--- src/hw/efs_consts.svh ---
// Purpose: Constants for the encoder feedback supervisor
// Assumes: 125 MHz system clock
// Notes:   Offsets are AXI4-Lite byte addresses
`ifndef EFS_CONSTS_SVH
`define EFS_CONSTS_SVH
`define EFS_CLK_KHZ     125000
`define EFS_DLY_SCA_MS  150
`define EFS_DLY_SCB_MS  1000
`define EFS_DLY_OTH_MS  1200
`define EFS_SUP_DLY_MS  40
`define EFS_EQUIV_LINES_PER_REV_MAX    32'h0000_c350
`define EFS_PP_MAX      16'hffff
`define EFS_NM_PER_LSB  32'h0000_2710
`define EFS_SC_WB_LVL   16'h0400
`define EFS_A_CTRL      8'h00
`define EFS_A_TRIP      8'h04
`define EFS_A_MOTOR     8'h08
`define EFS_A_STAT      8'h0c
`define EFS_A_RATIO     8'h10
`define EFS_A_EQUIV_LINES_PER_REV      8'h14
`define EFS_A_RES       8'h18
`define EFS_A_LOG       8'h1c
`define EFS_B_AUTO      0
`define EFS_B_REINIT    1
`define EFS_B_MASK      4
`define EFS_B_PSUMON    7
`define EFS_B_TYPE      8
`define EFS_CTRL_RST    32'h0000_0000
`define EFS_MOTOR_RST   32'h0000_0000
`define EFS_T_SUP       0
`define EFS_T_WB        1
`define EFS_T_TMO       2
`define EFS_T_CRC       3
`define EFS_T_ENCERR    4
`define EFS_T_INIT      5
`define EFS_T_ALIGN     6
`define EFS_T_TYPE      7
`define EFS_T_PERIOD    8
`define EFS_T_INT24     9
`define EFS_T_PHASE     10
`define EFS_OVR_MASK    11'h47e
`define EFS_RESP_OK     2'h0
`define EFS_RESP_ERR    2'h2
`endif

--- src/hw/efs_pkg.sv ---
// Purpose: Types for the encoder feedback supervisor
// Assumes: Nothing beyond the consts header
// Notes:   Encoder codes follow the type field of the control word
package efs_pkg;
  typedef enum logic [3:0] {
    quadrature_incremental, freq_direction_incremental, fwd_reverse_incremental,
    quadrature_with_commutation, freq_dir_with_commutation, fwd_rev_with_commutation,
    sine_cosine_plain, sine_cosine_comms_a, sine_cosine_comms_b, abs_comms_b,
    sine_cosine_sync_serial, sync_serial_abs
  } efs_enc_e;
  typedef enum {st_idle, st_power_wait, st_interrogate, st_config, st_run} efs_state_e;
  typedef logic [10:0] efs_trip_t;
endpackage : efs_pkg

--- src/hw/efs_top.sv ---
// Purpose: Encoder feedback supervisor: wire break, supply trips, init, auto-configure
// Assumes: Feedback engine signals share clk_sys; pin flags are asynchronous
// Notes:   Trips are sticky, write one to clear; clearing restarts initialisation
//
// What this block does
// - Incremental detector inputs raise wire-break trip
// - Low sine/cosine magnitude raises wire-break trip
// - Comms timeout or checksum raise own trips
// - Serial start/supply bits wrong raise trips
// - Init at power-up, request, trip reset
// - Init re-interrogates comms encoders, auto-configures
// - Servo types use commutation for 120 degrees
// - Per-type settling delay before reading position
// - Supply overloads switch encoder supply off
// - Encoder supply overload detection delayed 40 ms
// - Supply trips override encoder trips
// - Log keeps original trip, then supply trip
// - Interrogate comms encoders at power-up
// - Auto-configure writes ratio, lines, resolution; select for sine/cosine types only
// - Unrecognised, comms error, range raise trips
// - Rotary values taken directly from encoder
// - Linear resolution is position field width
// - Linear ratio is period over LSB length
// - Lines = pitch times pairs over period
// - Lines per rev change only at configure
// - Pitch times pairs clamped to 655.35 mm
// - Zero or above 50000 lines raises trip
// - Mask bits disable three trip detectors
//
// Design decisions made here: the register offsets and register access over AXI4-Lite.
`timescale 1ns/1ps
`include "efs_consts.svh"
module efs_top #(
  parameter int DLY_SCA_CYC = `EFS_DLY_SCA_MS * `EFS_CLK_KHZ,
  parameter int DLY_SCB_CYC = `EFS_DLY_SCB_MS * `EFS_CLK_KHZ,
  parameter int DLY_OTH_CYC = `EFS_DLY_OTH_MS * `EFS_CLK_KHZ,
  parameter int SUP_DLY_CYC = `EFS_SUP_DLY_MS * `EFS_CLK_KHZ,
  parameter logic [15:0] SC_WB_LEVEL = `EFS_SC_WB_LVL
) (
  // Clock and reset
  input  wire logic        clk_sys,
  input  wire logic        rst_n,
  // AXI4-Lite slave
  input  wire logic        s_axi_awvalid,
  output logic             s_axi_awready,
  input  wire logic [7:0]  s_axi_awaddr,
  input  wire logic        s_axi_wvalid,
  output logic             s_axi_wready,
  input  wire logic [31:0] s_axi_wdata,
  input  wire logic [3:0]  s_axi_wstrb,
  output logic             s_axi_bvalid,
  input  wire logic        s_axi_bready,
  output logic [1:0]       s_axi_bresp,
  input  wire logic        s_axi_arvalid,
  output logic             s_axi_arready,
  input  wire logic [7:0]  s_axi_araddr,
  output logic             s_axi_rvalid,
  input  wire logic        s_axi_rready,
  output logic [31:0]      s_axi_rdata,
  output logic [1:0]       s_axi_rresp,
  // Asynchronous pin flags
  input  wire logic        wb_det_a,
  input  wire logic        wb_det_b,
  input  wire logic        wb_det_z,
  input  wire logic        enc_supply_ovl,
  input  wire logic        int24_ovl,
  // Feedback engine status
  input  wire logic        sc_mag_valid,
  input  wire logic [15:0] sc_mag,
  input  wire logic        comms_timeout,
  input  wire logic        comms_crc_err,
  input  wire logic        comms_enc_err,
  input  wire logic        phase_err,
  input  wire logic        align_fail,
  input  wire logic        ssi_msg_valid,
  input  wire logic        ssi_start_bit,
  input  wire logic        ssi_psu_bit,
  input  wire logic        commut_120_done,
  // Interrogation results
  input  wire logic        id_done,
  input  wire logic        id_error,
  input  wire logic        id_recognised,
  input  wire logic        id_linear,
  input  wire logic [15:0] id_turns,
  input  wire logic [7:0]  id_res,
  input  wire logic [15:0] id_lines,
  input  wire logic [31:0] id_period_nm,
  input  wire logic [31:0] id_lsb_nm,
  // Control outputs
  output logic             supply_en,
  output logic             comms_init_req,
  output logic             commut_sel,
  output logic             init_busy
);
  import efs_pkg::*;

  function automatic logic is_incr(input efs_enc_e t);
    return t inside {quadrature_incremental, freq_direction_incremental, fwd_reverse_incremental,
                     quadrature_with_commutation, freq_dir_with_commutation, fwd_rev_with_commutation};
  endfunction : is_incr

  function automatic logic is_servo(input efs_enc_e t);
    return t inside {quadrature_with_commutation, freq_dir_with_commutation, fwd_rev_with_commutation};
  endfunction : is_servo

  function automatic logic is_sc(input efs_enc_e t);
    return t inside {sine_cosine_plain, sine_cosine_comms_a, sine_cosine_comms_b, sine_cosine_sync_serial};
  endfunction : is_sc

  function automatic logic is_comms(input efs_enc_e t);
    return t inside {sine_cosine_comms_a, sine_cosine_comms_b, abs_comms_b};
  endfunction : is_comms

  function automatic logic [31:0] udiv(input logic [31:0] a, input logic [31:0] b);
    return (b == 32'h0000_0000) ? 32'h0000_0000 : a / b;
  endfunction : udiv

  function automatic logic [31:0] wmerge(input logic [31:0] old, input logic [31:0] d, input logic [3:0] s);
    logic [31:0] r;
    r = old;
    for (int i = 0; i < 4; i++)
      if (s[i])
        r[i*8 +: 8] = d[i*8 +: 8];
    return r;
  endfunction : wmerge

  function automatic logic [3:0] pri_code(input efs_trip_t v);
    logic [3:0] c;
    c = 4'h0;
    for (int i = 10; i >= 0; i--)
      if (v[i])
        c = 4'(i + 1);
    return c;
  endfunction : pri_code

  // Two-stage synchronisers for pin flags
  logic [4:0] pin_m;
  logic [4:0] pin_s;
  always_ff @(posedge clk_sys)
  begin
    pin_m <= {int24_ovl, enc_supply_ovl, wb_det_z, wb_det_b, wb_det_a};
    pin_s <= pin_m;
  end
  wire wb_any_s = |pin_s[2:0];
  wire sup_ovl_s = pin_s[3];
  wire int_ovl_s = pin_s[4];

  // Registers and state
  logic [31:0] ctrl;
  logic [31:0] motor;
  efs_trip_t   trip;
  logic [15:0] turns_ratio;
  logic [15:0] equiv_lines_per_rev;
  logic [7:0]  comms_res;
  logic [1:0]  rotary_select;
  logic [3:0]  log_last;
  logic [3:0]  log_prev;
  logic [27:0] cnt;
  logic [27:0] sup_cnt;
  logic        por_done;
  efs_state_e  st;
  efs_state_e  next_st;

  // Bus decode
  wire wr_fire = s_axi_awvalid & s_axi_awready & s_axi_wvalid & s_axi_wready;
  wire rd_fire = s_axi_arvalid & s_axi_arready;
  wire wr_ctrl = wr_fire & (s_axi_awaddr == `EFS_A_CTRL);
  wire wr_trip = wr_fire & (s_axi_awaddr == `EFS_A_TRIP);
  wire wr_motor = wr_fire & (s_axi_awaddr == `EFS_A_MOTOR);
  wire wr_ok = wr_ctrl | wr_trip | wr_motor;
  wire rd_hit = s_axi_araddr[7:5] == 3'h0 && s_axi_araddr[1:0] == 2'h0;
  wire reinit_wr = wr_ctrl & s_axi_wstrb[0] & s_axi_wdata[`EFS_B_REINIT];

  // Control fields
  wire       auto_en = ctrl[`EFS_B_AUTO];
  wire [2:0] trip_mask = ctrl[`EFS_B_MASK +: 3];
  wire       psu_mon = ctrl[`EFS_B_PSUMON];
  wire efs_enc_e enc = efs_enc_e'(ctrl[`EFS_B_TYPE +: 4]);
  wire [15:0] pole_pitch = motor[15:0];
  wire [7:0]  pole_pairs = motor[23:16];

  // Settling delay per type
  wire [27:0] dly_cyc = is_incr(enc) ? 28'h000_0000 :
                        (enc == sine_cosine_comms_a) ? 28'(DLY_SCA_CYC) :
                        (enc inside {sine_cosine_comms_b, abs_comms_b}) ? 28'(DLY_SCB_CYC) :
                        28'(DLY_OTH_CYC);

  // Auto-configuration arithmetic
  wire [23:0] pp_raw = pole_pitch * pole_pairs;
  wire [15:0] pp_clamped = (pp_raw > 24'(`EFS_PP_MAX)) ? `EFS_PP_MAX : pp_raw[15:0];
  wire [31:0] equiv_lines_per_rev_lin = udiv(32'(pp_clamped) * `EFS_NM_PER_LSB, id_period_nm);
  wire [31:0] ratio_lin = udiv(id_period_nm, id_lsb_nm);
  wire [31:0] equiv_lines_per_rev_new = id_linear ? equiv_lines_per_rev_lin : 32'(id_lines);
  wire        range_bad = equiv_lines_per_rev_new == 32'h0000_0000 || equiv_lines_per_rev_new > `EFS_EQUIV_LINES_PER_REV_MAX;

  // Trip events
  wire        run = st == st_run;
  wire        supply_off = trip[`EFS_T_SUP] | trip[`EFS_T_INT24];
  wire        enc_ok = run & ~supply_off;
  wire        ssi_chk = enc_ok & psu_mon & ~trip_mask[2] & ssi_msg_valid &
                        (enc inside {sine_cosine_sync_serial, sync_serial_abs});
  wire        sup_evt = sup_ovl_s && sup_cnt == 28'(SUP_DLY_CYC - 1);
  wire        cfg_fail = st == st_config & ~id_recognised;
  efs_trip_t  trip_evt;
  always_comb
  begin
    trip_evt = '0;
    trip_evt[`EFS_T_SUP] = sup_evt;
    trip_evt[`EFS_T_INT24] = int_ovl_s;
    trip_evt[`EFS_T_WB] = enc_ok & ~trip_mask[0] &
                          ((is_incr(enc) & wb_any_s) |
                           (is_sc(enc) & sc_mag_valid & (sc_mag < SC_WB_LEVEL)));
    trip_evt[`EFS_T_TMO] = enc_ok & is_comms(enc) & comms_timeout;
    trip_evt[`EFS_T_CRC] = (enc_ok & is_comms(enc) & comms_crc_err) |
                           (ssi_chk & ~ssi_start_bit);
    trip_evt[`EFS_T_ENCERR] = (enc_ok & is_comms(enc) & comms_enc_err) | (ssi_chk & ssi_psu_bit);
    trip_evt[`EFS_T_PHASE] = enc_ok & ~trip_mask[1] & phase_err;
    trip_evt[`EFS_T_ALIGN] = ~supply_off & is_sc(enc) & align_fail & (st != st_idle);
    trip_evt[`EFS_T_INIT] = st == st_interrogate & id_done & id_error;
    trip_evt[`EFS_T_TYPE] = cfg_fail;
    trip_evt[`EFS_T_PERIOD] = st == st_config & id_recognised & range_bad;
  end

  wire        supply_rise = (trip_evt[`EFS_T_SUP] & ~trip[`EFS_T_SUP]) |
                            (trip_evt[`EFS_T_INT24] & ~trip[`EFS_T_INT24]);
  wire efs_trip_t clr_mask = wr_trip ? {s_axi_wstrb[1] ? s_axi_wdata[10:8] : 3'h0,
                                         s_axi_wstrb[0] ? s_axi_wdata[7:0] : 8'h00} : '0;
  wire efs_trip_t ovr_mask = supply_rise ? `EFS_OVR_MASK : '0;
  // Set wins over clear and over override
  wire efs_trip_t next_trip = (trip & ~clr_mask & ~ovr_mask) | trip_evt;
  wire efs_trip_t new_bits = trip_evt & ~trip;
  wire        init_start = ~por_done | reinit_wr | (|(clr_mask & trip));

  // Initialisation sequencer
  always_comb
  begin
    next_st = st;
    case (st)
      st_idle:        next_st = st_idle;
      st_power_wait:  if (cnt >= dly_cyc)
                        next_st = is_comms(enc) ? st_interrogate : st_run;
      st_interrogate: if (id_done)
                        next_st = id_error ? st_idle : (auto_en ? st_config : st_run);
      st_config:      next_st = (cfg_fail | range_bad) ? st_idle : st_run;
      st_run:         next_st = st_run;
      default:        next_st = st_idle;
    endcase
    if (init_start)
      next_st = st_power_wait;
  end
  wire enter_run = next_st == st_run && st != st_run;

  always_ff @(posedge clk_sys)
  begin
    if (!rst_n)
    begin
      st <= st_idle;
      cnt <= 28'h000_0000;
      por_done <= 1'b0;
    end
    else
    begin
      st <= next_st;
      por_done <= 1'b1;
      // Count only while the encoder is powered
      cnt <= (next_st != st_power_wait || init_start) ? 28'h000_0000 :
             (supply_off ? cnt : cnt + 28'h000_0001);
    end
  end

  // Encoder supply overload qualification
  always_ff @(posedge clk_sys)
  begin
    if (!rst_n)
      sup_cnt <= 28'h000_0000;
    else
      sup_cnt <= (sup_ovl_s && sup_cnt != 28'(SUP_DLY_CYC - 1)) ? sup_cnt + 28'h000_0001 :
                 28'h000_0000;
  end

  // Trips, log and auto-configured values
  always_ff @(posedge clk_sys)
  begin
    if (!rst_n)
    begin
      trip <= '0;
      log_last <= 4'h0;
      log_prev <= 4'h0;
      turns_ratio <= 16'h0000;
      equiv_lines_per_rev <= 16'h0000;
      comms_res <= 8'h00;
      rotary_select <= 2'h0;
    end
    else
    begin
      trip <= next_trip;
      if (|new_bits)
      begin
        log_prev <= log_last;
        log_last <= pri_code(new_bits);
      end
      if (st == st_config && id_recognised && !range_bad)
      begin
        turns_ratio <= id_linear ? ratio_lin[15:0] : id_turns;
        equiv_lines_per_rev <= equiv_lines_per_rev_new[15:0];
        comms_res <= id_res;
        if (is_sc(enc))
          rotary_select <= id_linear ? 2'h0 : 2'h1;
      end
    end
  end

  // Registered outputs
  always_ff @(posedge clk_sys)
  begin
    if (!rst_n)
    begin
      supply_en <= 1'b0;
      comms_init_req <= 1'b0;
      commut_sel <= 1'b0;
      init_busy <= 1'b0;
    end
    else
    begin
      supply_en <= ~(next_trip[`EFS_T_SUP] | next_trip[`EFS_T_INT24]);
      comms_init_req <= next_st == st_interrogate && st != st_interrogate;
      commut_sel <= (enter_run & is_servo(enc)) |
                    (commut_sel & ~commut_120_done & next_st == st_run);
      init_busy <= next_st != st_run && next_st != st_idle;
    end
  end

  // Software registers
  always_ff @(posedge clk_sys)
  begin
    if (!rst_n)
    begin
      ctrl <= `EFS_CTRL_RST;
      motor <= `EFS_MOTOR_RST;
    end
    else
    begin
      if (wr_ctrl)
        ctrl <= wmerge(ctrl, s_axi_wdata, s_axi_wstrb) & ~(32'h1 << `EFS_B_REINIT);
      if (wr_motor)
        motor <= wmerge(motor, s_axi_wdata, s_axi_wstrb);
    end
  end

  // Read selection
  wire [31:0] stat_word = {24'h00_0000, 1'b0, commut_sel, supply_en, init_busy, 1'b0, 3'(st)};
  wire [31:0] rd_word = (s_axi_araddr == `EFS_A_CTRL)  ? ctrl :
                        (s_axi_araddr == `EFS_A_TRIP)  ? 32'(trip) :
                        (s_axi_araddr == `EFS_A_MOTOR) ? motor :
                        (s_axi_araddr == `EFS_A_STAT)  ? stat_word :
                        (s_axi_araddr == `EFS_A_RATIO) ? 32'(turns_ratio) :
                        (s_axi_araddr == `EFS_A_EQUIV_LINES_PER_REV)  ? 32'(equiv_lines_per_rev) :
                        (s_axi_araddr == `EFS_A_RES)   ? {22'h00_0000, rotary_select, comms_res} :
                        {24'h00_0000, log_prev, log_last};

  // AXI4-Lite handshakes
  always_ff @(posedge clk_sys)
  begin
    if (!rst_n)
    begin
      s_axi_awready <= 1'b0;
      s_axi_wready <= 1'b0;
      s_axi_bvalid <= 1'b0;
      s_axi_bresp <= `EFS_RESP_OK;
      s_axi_arready <= 1'b0;
      s_axi_rvalid <= 1'b0;
      s_axi_rdata <= 32'h0000_0000;
      s_axi_rresp <= `EFS_RESP_OK;
    end
    else
    begin
      // Address and data taken together keeps one write in flight
      s_axi_awready <= s_axi_awvalid & s_axi_wvalid & ~s_axi_awready & ~s_axi_bvalid;
      s_axi_wready <= s_axi_awvalid & s_axi_wvalid & ~s_axi_awready & ~s_axi_bvalid;
      if (wr_fire)
      begin
        s_axi_bvalid <= 1'b1;
        s_axi_bresp <= wr_ok ? `EFS_RESP_OK : `EFS_RESP_ERR;
      end
      else if (s_axi_bready)
        s_axi_bvalid <= 1'b0;
      s_axi_arready <= s_axi_arvalid & ~s_axi_arready & ~s_axi_rvalid;
      if (rd_fire)
      begin
        s_axi_rvalid <= 1'b1;
        s_axi_rdata <= rd_hit ? rd_word : 32'h0000_0000;
        s_axi_rresp <= rd_hit ? `EFS_RESP_OK : `EFS_RESP_ERR;
      end
      else if (s_axi_rready)
        s_axi_rvalid <= 1'b0;
    end
  end
endmodule : efs_top

--- config.mk ---
export PLATFORM = sky130hd
export DESIGN_NAME = efs_top
export DESIGN_NICKNAME = d
export VERILOG_FILES = /design/src/hw/efs_pkg.sv /design/src/hw/efs_top.sv
export VERILOG_INCLUDE_DIRS = /design/src /design/src/hw
export SDC_FILE = /design/constraint.sdc
export NUM_CORES = 2
export LEC_CHECK = 0
export ABC_AREA = 1
export CORE_ASPECT_RATIO = 0.5
export CORE_MARGIN = 2
export CORE_UTILIZATION = 35
export DETAILED_ROUTE_END_ITERATION = 12
export DONT_BUFFER_PORTS = 1
export PLACE_DENSITY = 0.56
export SETUP_SLACK_MARGIN = 0.1
export SYNTH_ARGS = -nofsm -noshare
export SYNTH_HDL_FRONTEND = slang
export SYNTH_SLANG_ARGS = --single-unit
--- constraint.sdc ---
create_clock -name clk_sys -period 116.3 [get_ports clk_sys]
set_input_delay 11.63 -clock clk_sys [delete_from_list [all_inputs] [get_ports clk_sys]]
set_output_delay 11.63 -clock clk_sys [all_outputs]
set_load 0.01 [all_outputs]
# --- Yosys cells after proc, flatten, opt, wreduce, memory -nomap -nowiden ---
# Index checks and enable logic that the tools add are counted.
# Widths: inputs -> output; s select.
word_totals:
  ff_bits: 267
  input_bits: 198
  output_inout_bits: 45
  elab_cells: 247
classes:
  add_sub_neg: 2
  multipliers: 2
  div: 2
  n_lt_le_gt_ge: 4
  eq_ne: 34
  n_mux: 47
  n_bitwise: 81
  reduce_logical: 43
ops:
  columns: ["cell", "count"]
  rows:
  - ["$mux 32", 9]
  - ["$eq 32x3->1 const B", 4]
  - ["$pmux 32 s4", 1]
  - ["$logic_not 32->1", 3]
  - ["$mux 16", 6]
  - ["$mux 28", 3]
  - ["$eq 32x2->1 const B", 2]
  - ["$eq 32x4->1 const B", 2]
  - ["$ne 32x4->1 const B", 2]
  - ["$reduce_bool 32->1", 2]
  - ["$add 28x1->28 const B", 2]
  - ["$and 1x1->1", 45]
  - ["$and 11x11->11", 4]
  - ["$mux 4", 11]
  - ["$not 11->11", 3]
  - ["$div 30x32->32", 1]
  - ["$div 32x32->32", 1]
  - ["$eq 32x1->1 const B", 1]
  - ["$gt 32x16->1 const B", 1]
  - ["$ne 32x2->1 const B", 1]
  - ["$ne 32x3->1 const B", 1]
  - ["$eq 28x23->1 const B", 1]
  - ["$ge 28x28->1", 1]
  - ["$ne 28x23->1 const B", 1]
  - ["35 further kinds", 107]

# --- Depth between registers and ports, before layout ---
depth:
  word_depth: 22
  mapped_depth: 680
  mapped_depth_nobuf: 659

# --- Worst setup path after synthesis ---
# Ideal clock, no wire load.
synth_timing:
  path_kind: "input port to flip-flop"
  from: "in id_period_nm[2]"
  to: "reg turns_ratio[14]"
  setup_time_ps: 137
  arrival_time_ps: 86458
  required_time_ps: 116163
  setup_slack_ps: 29705
  stages: 602
  n_path_buf: 22
  path_cell_list: "inv_1 -> nand4_1 -> nor4_1 -> nand4_1 -> nor3_2 -> nand2_1 -> nor3_1 -> nand2_1 -> nand2_4 -> buf_6 -> nand2_1 -> inv_1 -> ha_1 -> nand2_1 -> inv_1 -> o311ai_0 -> nand2_1 -> nand2_1 -> (+566 left out) -> ha_1 -> a21oi_1 -> nor2_1 -> a211oi_1 -> o2111ai_1 -> nand3_1 -> a21oi_1 -> a21o_1 -> nor4_1 -> nand3_1 -> o2111ai_1 -> nand3_1 -> a31o_2 -> nor3_1 -> clkinv_1 -> clkbuf_1 -> a221oi_1 -> a211oi_1"
synth_between:
  elab_chain_len: 7
  elab_cells_between_ends: 12
  cone_classes: "div (2); order compare (1); mux (4); reduce/logical (5)"
synth_lines:
  columns: ["element", "line_no", "text"]
  rows:
  - ["start: declaration", "efs_top.sv:87", "input wire logic [31:0] id_period_nm,"]
  - ["$div 30x32->32 / $logic_not 32->1 (equally long branches)", "efs_top.sv:115", "return (b == 32'h0000_0000) ? 32'h0000_0000 : a / b;"]
  - ["$mux 32", "efs_top.sv:115", null]
  - ["$mux 32", "efs_top.sv:193", "wire [31:0] equiv_lines_per_rev_new = id_linear ? equiv_lines_per_rev_lin : 32'(id_lines);"]
  - ["$gt 32x16->1 (no line) / $logic_not 32->1 (equally long branches)", null, null]
  - ["$logic_or 1x1->1 (no line)", null, null]
  - ["$logic_not 1->1", "efs_top.sv:302", "if (st == st_config && id_recognised && !range_bad)"]
  - ["$logic_and 1x1->1", "efs_top.sv:302", null]
  - ["end signal: assignment", "efs_top.sv:304", "turns_ratio <= id_linear ? ratio_lin[15:0] : id_turns;"]
  - ["end: declaration", "efs_top.sv:152", "logic [15:0] turns_ratio;"]
# Parallel ways exist; a longest one is shown, timed or not.
# A chain may end at the register's enable or synchronous reset.

# --- Final worst setup path ---
layout_timing:
  from: "in id_period_nm[30]"
  to: "reg turns_ratio[14]"
# The elaborated chain is that of the path after synthesis.

==> impl_results.md <==
- Hold Crit Class: reg -> reg
- Placed cell area: 79300 µm²
- Achievable frequency: 0.00946 GHz
- Initial antenna violation count: 19
- Antenna-violating nets left: 0
- Pwr/cell area: 4.71 nW/µm²
- Slew HR: 24.4%
- WL/cell: 16.5 µm
- Largest net degree at the start of global routing: 92
- Number of synthesized flops with an enable pin: 0
- Sinks on Clock Net: 264
- Critical Path End: turns_ratio[14]
- Worst Skew: 0.0230 ns
- Ys flop type: dfxtp_1
- Area Overhead vs Synth: 5.17%
- Clk Latency, worst-skew pair: 0.56 ns
- Core ar.: 217000 µm²
- Max Slew Vio Count: 0
- Vias per inst: 5.12
- Setup violators final: 0
- Die height: 334 µm
- Top post-synthesis cells by area: ha_1 (20%), nand2_1 (15%), inv_1 (10%)
- Number of remaining DRC errors: 0
- Startpoint Class: input pin
- Sequential area share after synthesis: 6.93%
- Maximum VDD drop: 9.56 µV
- Final Cycle Share: 90.9%
- GRT Total Usage: 22.1%
- Leading area contributor after synthesis: ha_1
- Routed WL: 255000 µm
- Total CTS buffers: 24
- Drt first-iter violations: 5704
- Mapped cell area: 76300 µm²
- Post-Syn Instances: 12.6k
- Worst path max stage delay: 0.55 ns
- Hold Slack: 0.328 ns
- Total gr overflow: 0
- Critical path type: in -> reg
- Reg2Reg Depth: 623
- Post-synth top cells: nand2_1 (2981), inv_1 (2085), ha_1 (1200)
- Worst-Margin Slew: 1.13 ns
- Vias: 79.0k
- YS warnings: 0
- Clock Tree Buf Depth: 3
- CP Capture Type: flop
- Worst-path clk slew: 0.07 ns
- R2r endpoint: turns_ratio[14]
- Nets: 14.0k
- TritonCTS clock tree: yes
- Req. time, crit path: 116.68 ns
- DRT Pass-1 Iters: 6
- Vias in the first global route: 73.4k
- Fin crit period: 105.71 ns
- RSZ-0062 raised after global routing: no
- Arr. time, crit path: 106.09 ns
- Gp weighted congestion: 0.960
- Final HPWL DP: 210000 µm
- I/O Buffers: 0
- Starting density of the core: 35.1%
- I/O pin total: 243
- CP Launch Point: id_period_nm[30]
- Status: complete, no violations
- Synth top area share: 19.7%
- Die width: 664 µm
- Top-count cell post-synth: nand2_1
- CP max stage cell: a22oi_1
- Post-route cell area: 80200 µm²
- CTS root buffer: clkbuf_16
- Async SR Flop Fraction: 0%
- FP Rows: 121
- Most frequent cell on the critical path: nand2_1
- Setup_tns: 0 ns
- H-tree depth: 1
- Die ar.: 222000 µm²
- Cell variety after synth: 94
- Final Hold Fails: 0
- Final Total Pwr: 0.378 mW
- Layout cells sized above 1: 3.89%
- Max Cap Viol: 0
- R2r setup slk: 14.15 ns
- Reg2Reg Launch Point: motor[20]
- Wire length of the first global-routing pass: 401000 µm
- Critical path peak fanout: 52
- Leakage: 45.0 nW
- Register bit total from synthesis: 264
- Mapped Avg Cell Area: 6.05 µm²
## critical path, delay by kind of cell
kind                       cells  cell delay (ns)
adders and majority gates     30             9.84
buffers and inverters         90            13.79
and+or+nand+nor              288            33.48
xor gates and xnor gates       1             0.53
muxes                          1             0.23
AOI/OAI and AO/OA            183            36.01
## logic make-up after synthesis
kind of cell               Yosys count  share of synthesized area, %
xor gates and xnor gates           806                          9.29
DFF                                264                          6.93
and+or+nand+nor                   5123                          28.3
AOI/OAI and AO/OA                 2660                          19.7
adders and majority gates         1318                          22.8
other                                1                       0.00491
buffers and inverters             2400                          12.5
muxes                               39                         0.517
## routing by layer
metal	track usage (%)	share of wire (%)
met2	37.6	45
met1	30.8	48
met4	4.05	2.1
met5	0	0
met3	1.64	4.6
## final cells by class
type                            count  area, µm²
Tap cell                         2890       3620
Timing Repair Buffer               98        736
Clock buffer                       32        692
Multi-Input combinational cell   9978      61700
Inverter                         2132       8040
Clock inverter                      9        108
Fill cell                       24095     137000
Antenna cell                       14       35.0
Sequential cell                   264       5290
Timing Repair inverter              2       10.0
## per-stage QoR
stage          cells  setup WS (ns)  util (%)
2_1_floorplan  12642          29.70         -
3_3_place_gp   15355           9.22      36.5
3_5_place_dp   15355           8.67      36.5
4_1_cts        15396           9.00      36.9
5_1_grt        15419          0.112      37.0
6_report       15419          10.59      37.0
## state kept, by name, summed over array words and instances (netlist names), 4 cells and up
signal,flops
s_axi_rdata,32
pin_m,5
motor,32
log_prev,4
equiv_lines_per_rev,16
sup_cnt,28
pin_s,5
trip,11
cnt,28
st,32
turns_ratio,16
ctrl,31
comms_res,8
log_last,4
## cell usage in the layout (no fill, tap or decap), types with 77 or more instances in the layout
master / count
a21oi_1: 1190
nand3_1: 476
inv_1: 2071
nor2_1: 992
nor4_1: 77
xnor2_1: 348
xor2_1: 454
o21ai_1: 150
o21ai_0: 719
buf_4: 98
or2_2: 88
ha_1: 1200
dfxtp_1: 264
nand4_1: 160
nor3_1: 149
fa_1: 118
nand2_1: 2979
## report_power, final
group | switching [mW] | total [mW] | internal (mW)
Combinational | 0.125 | 0.202 | 0.0765
Clock | 0.0377 | 0.0841 | 0.0465
Sequential | 0.000610 | 0.0920 | 0.0914
Total | 0.163 | 0.378 | 0.214
## worst min path at each step
stage	from	to	slack, ns	cells past startpoint
2_1_floorplan	pin_m[0]	pin_s[0]	0.31	0
3_3_place_gp	pin_m[0]	pin_s[0]	0.31	0
3_5_place_dp	pin_m[1]	pin_s[1]	0.32	0
4_1_cts	pin_m[0]	pin_s[0]	0.33	0
5_1_grt	pin_m[1]	pin_s[1]	0.34	0
6_report	pin_m[1]	pin_s[1]	0.33	0
## what timing repair did
action | CTS | global route
hold buffers | 0 | 0
resized for setup | 0 | 16
buffers inserted | 0 | 7
endpoints found under the setup margin | 0 | 52
Power figures use the tool's default switching activity.
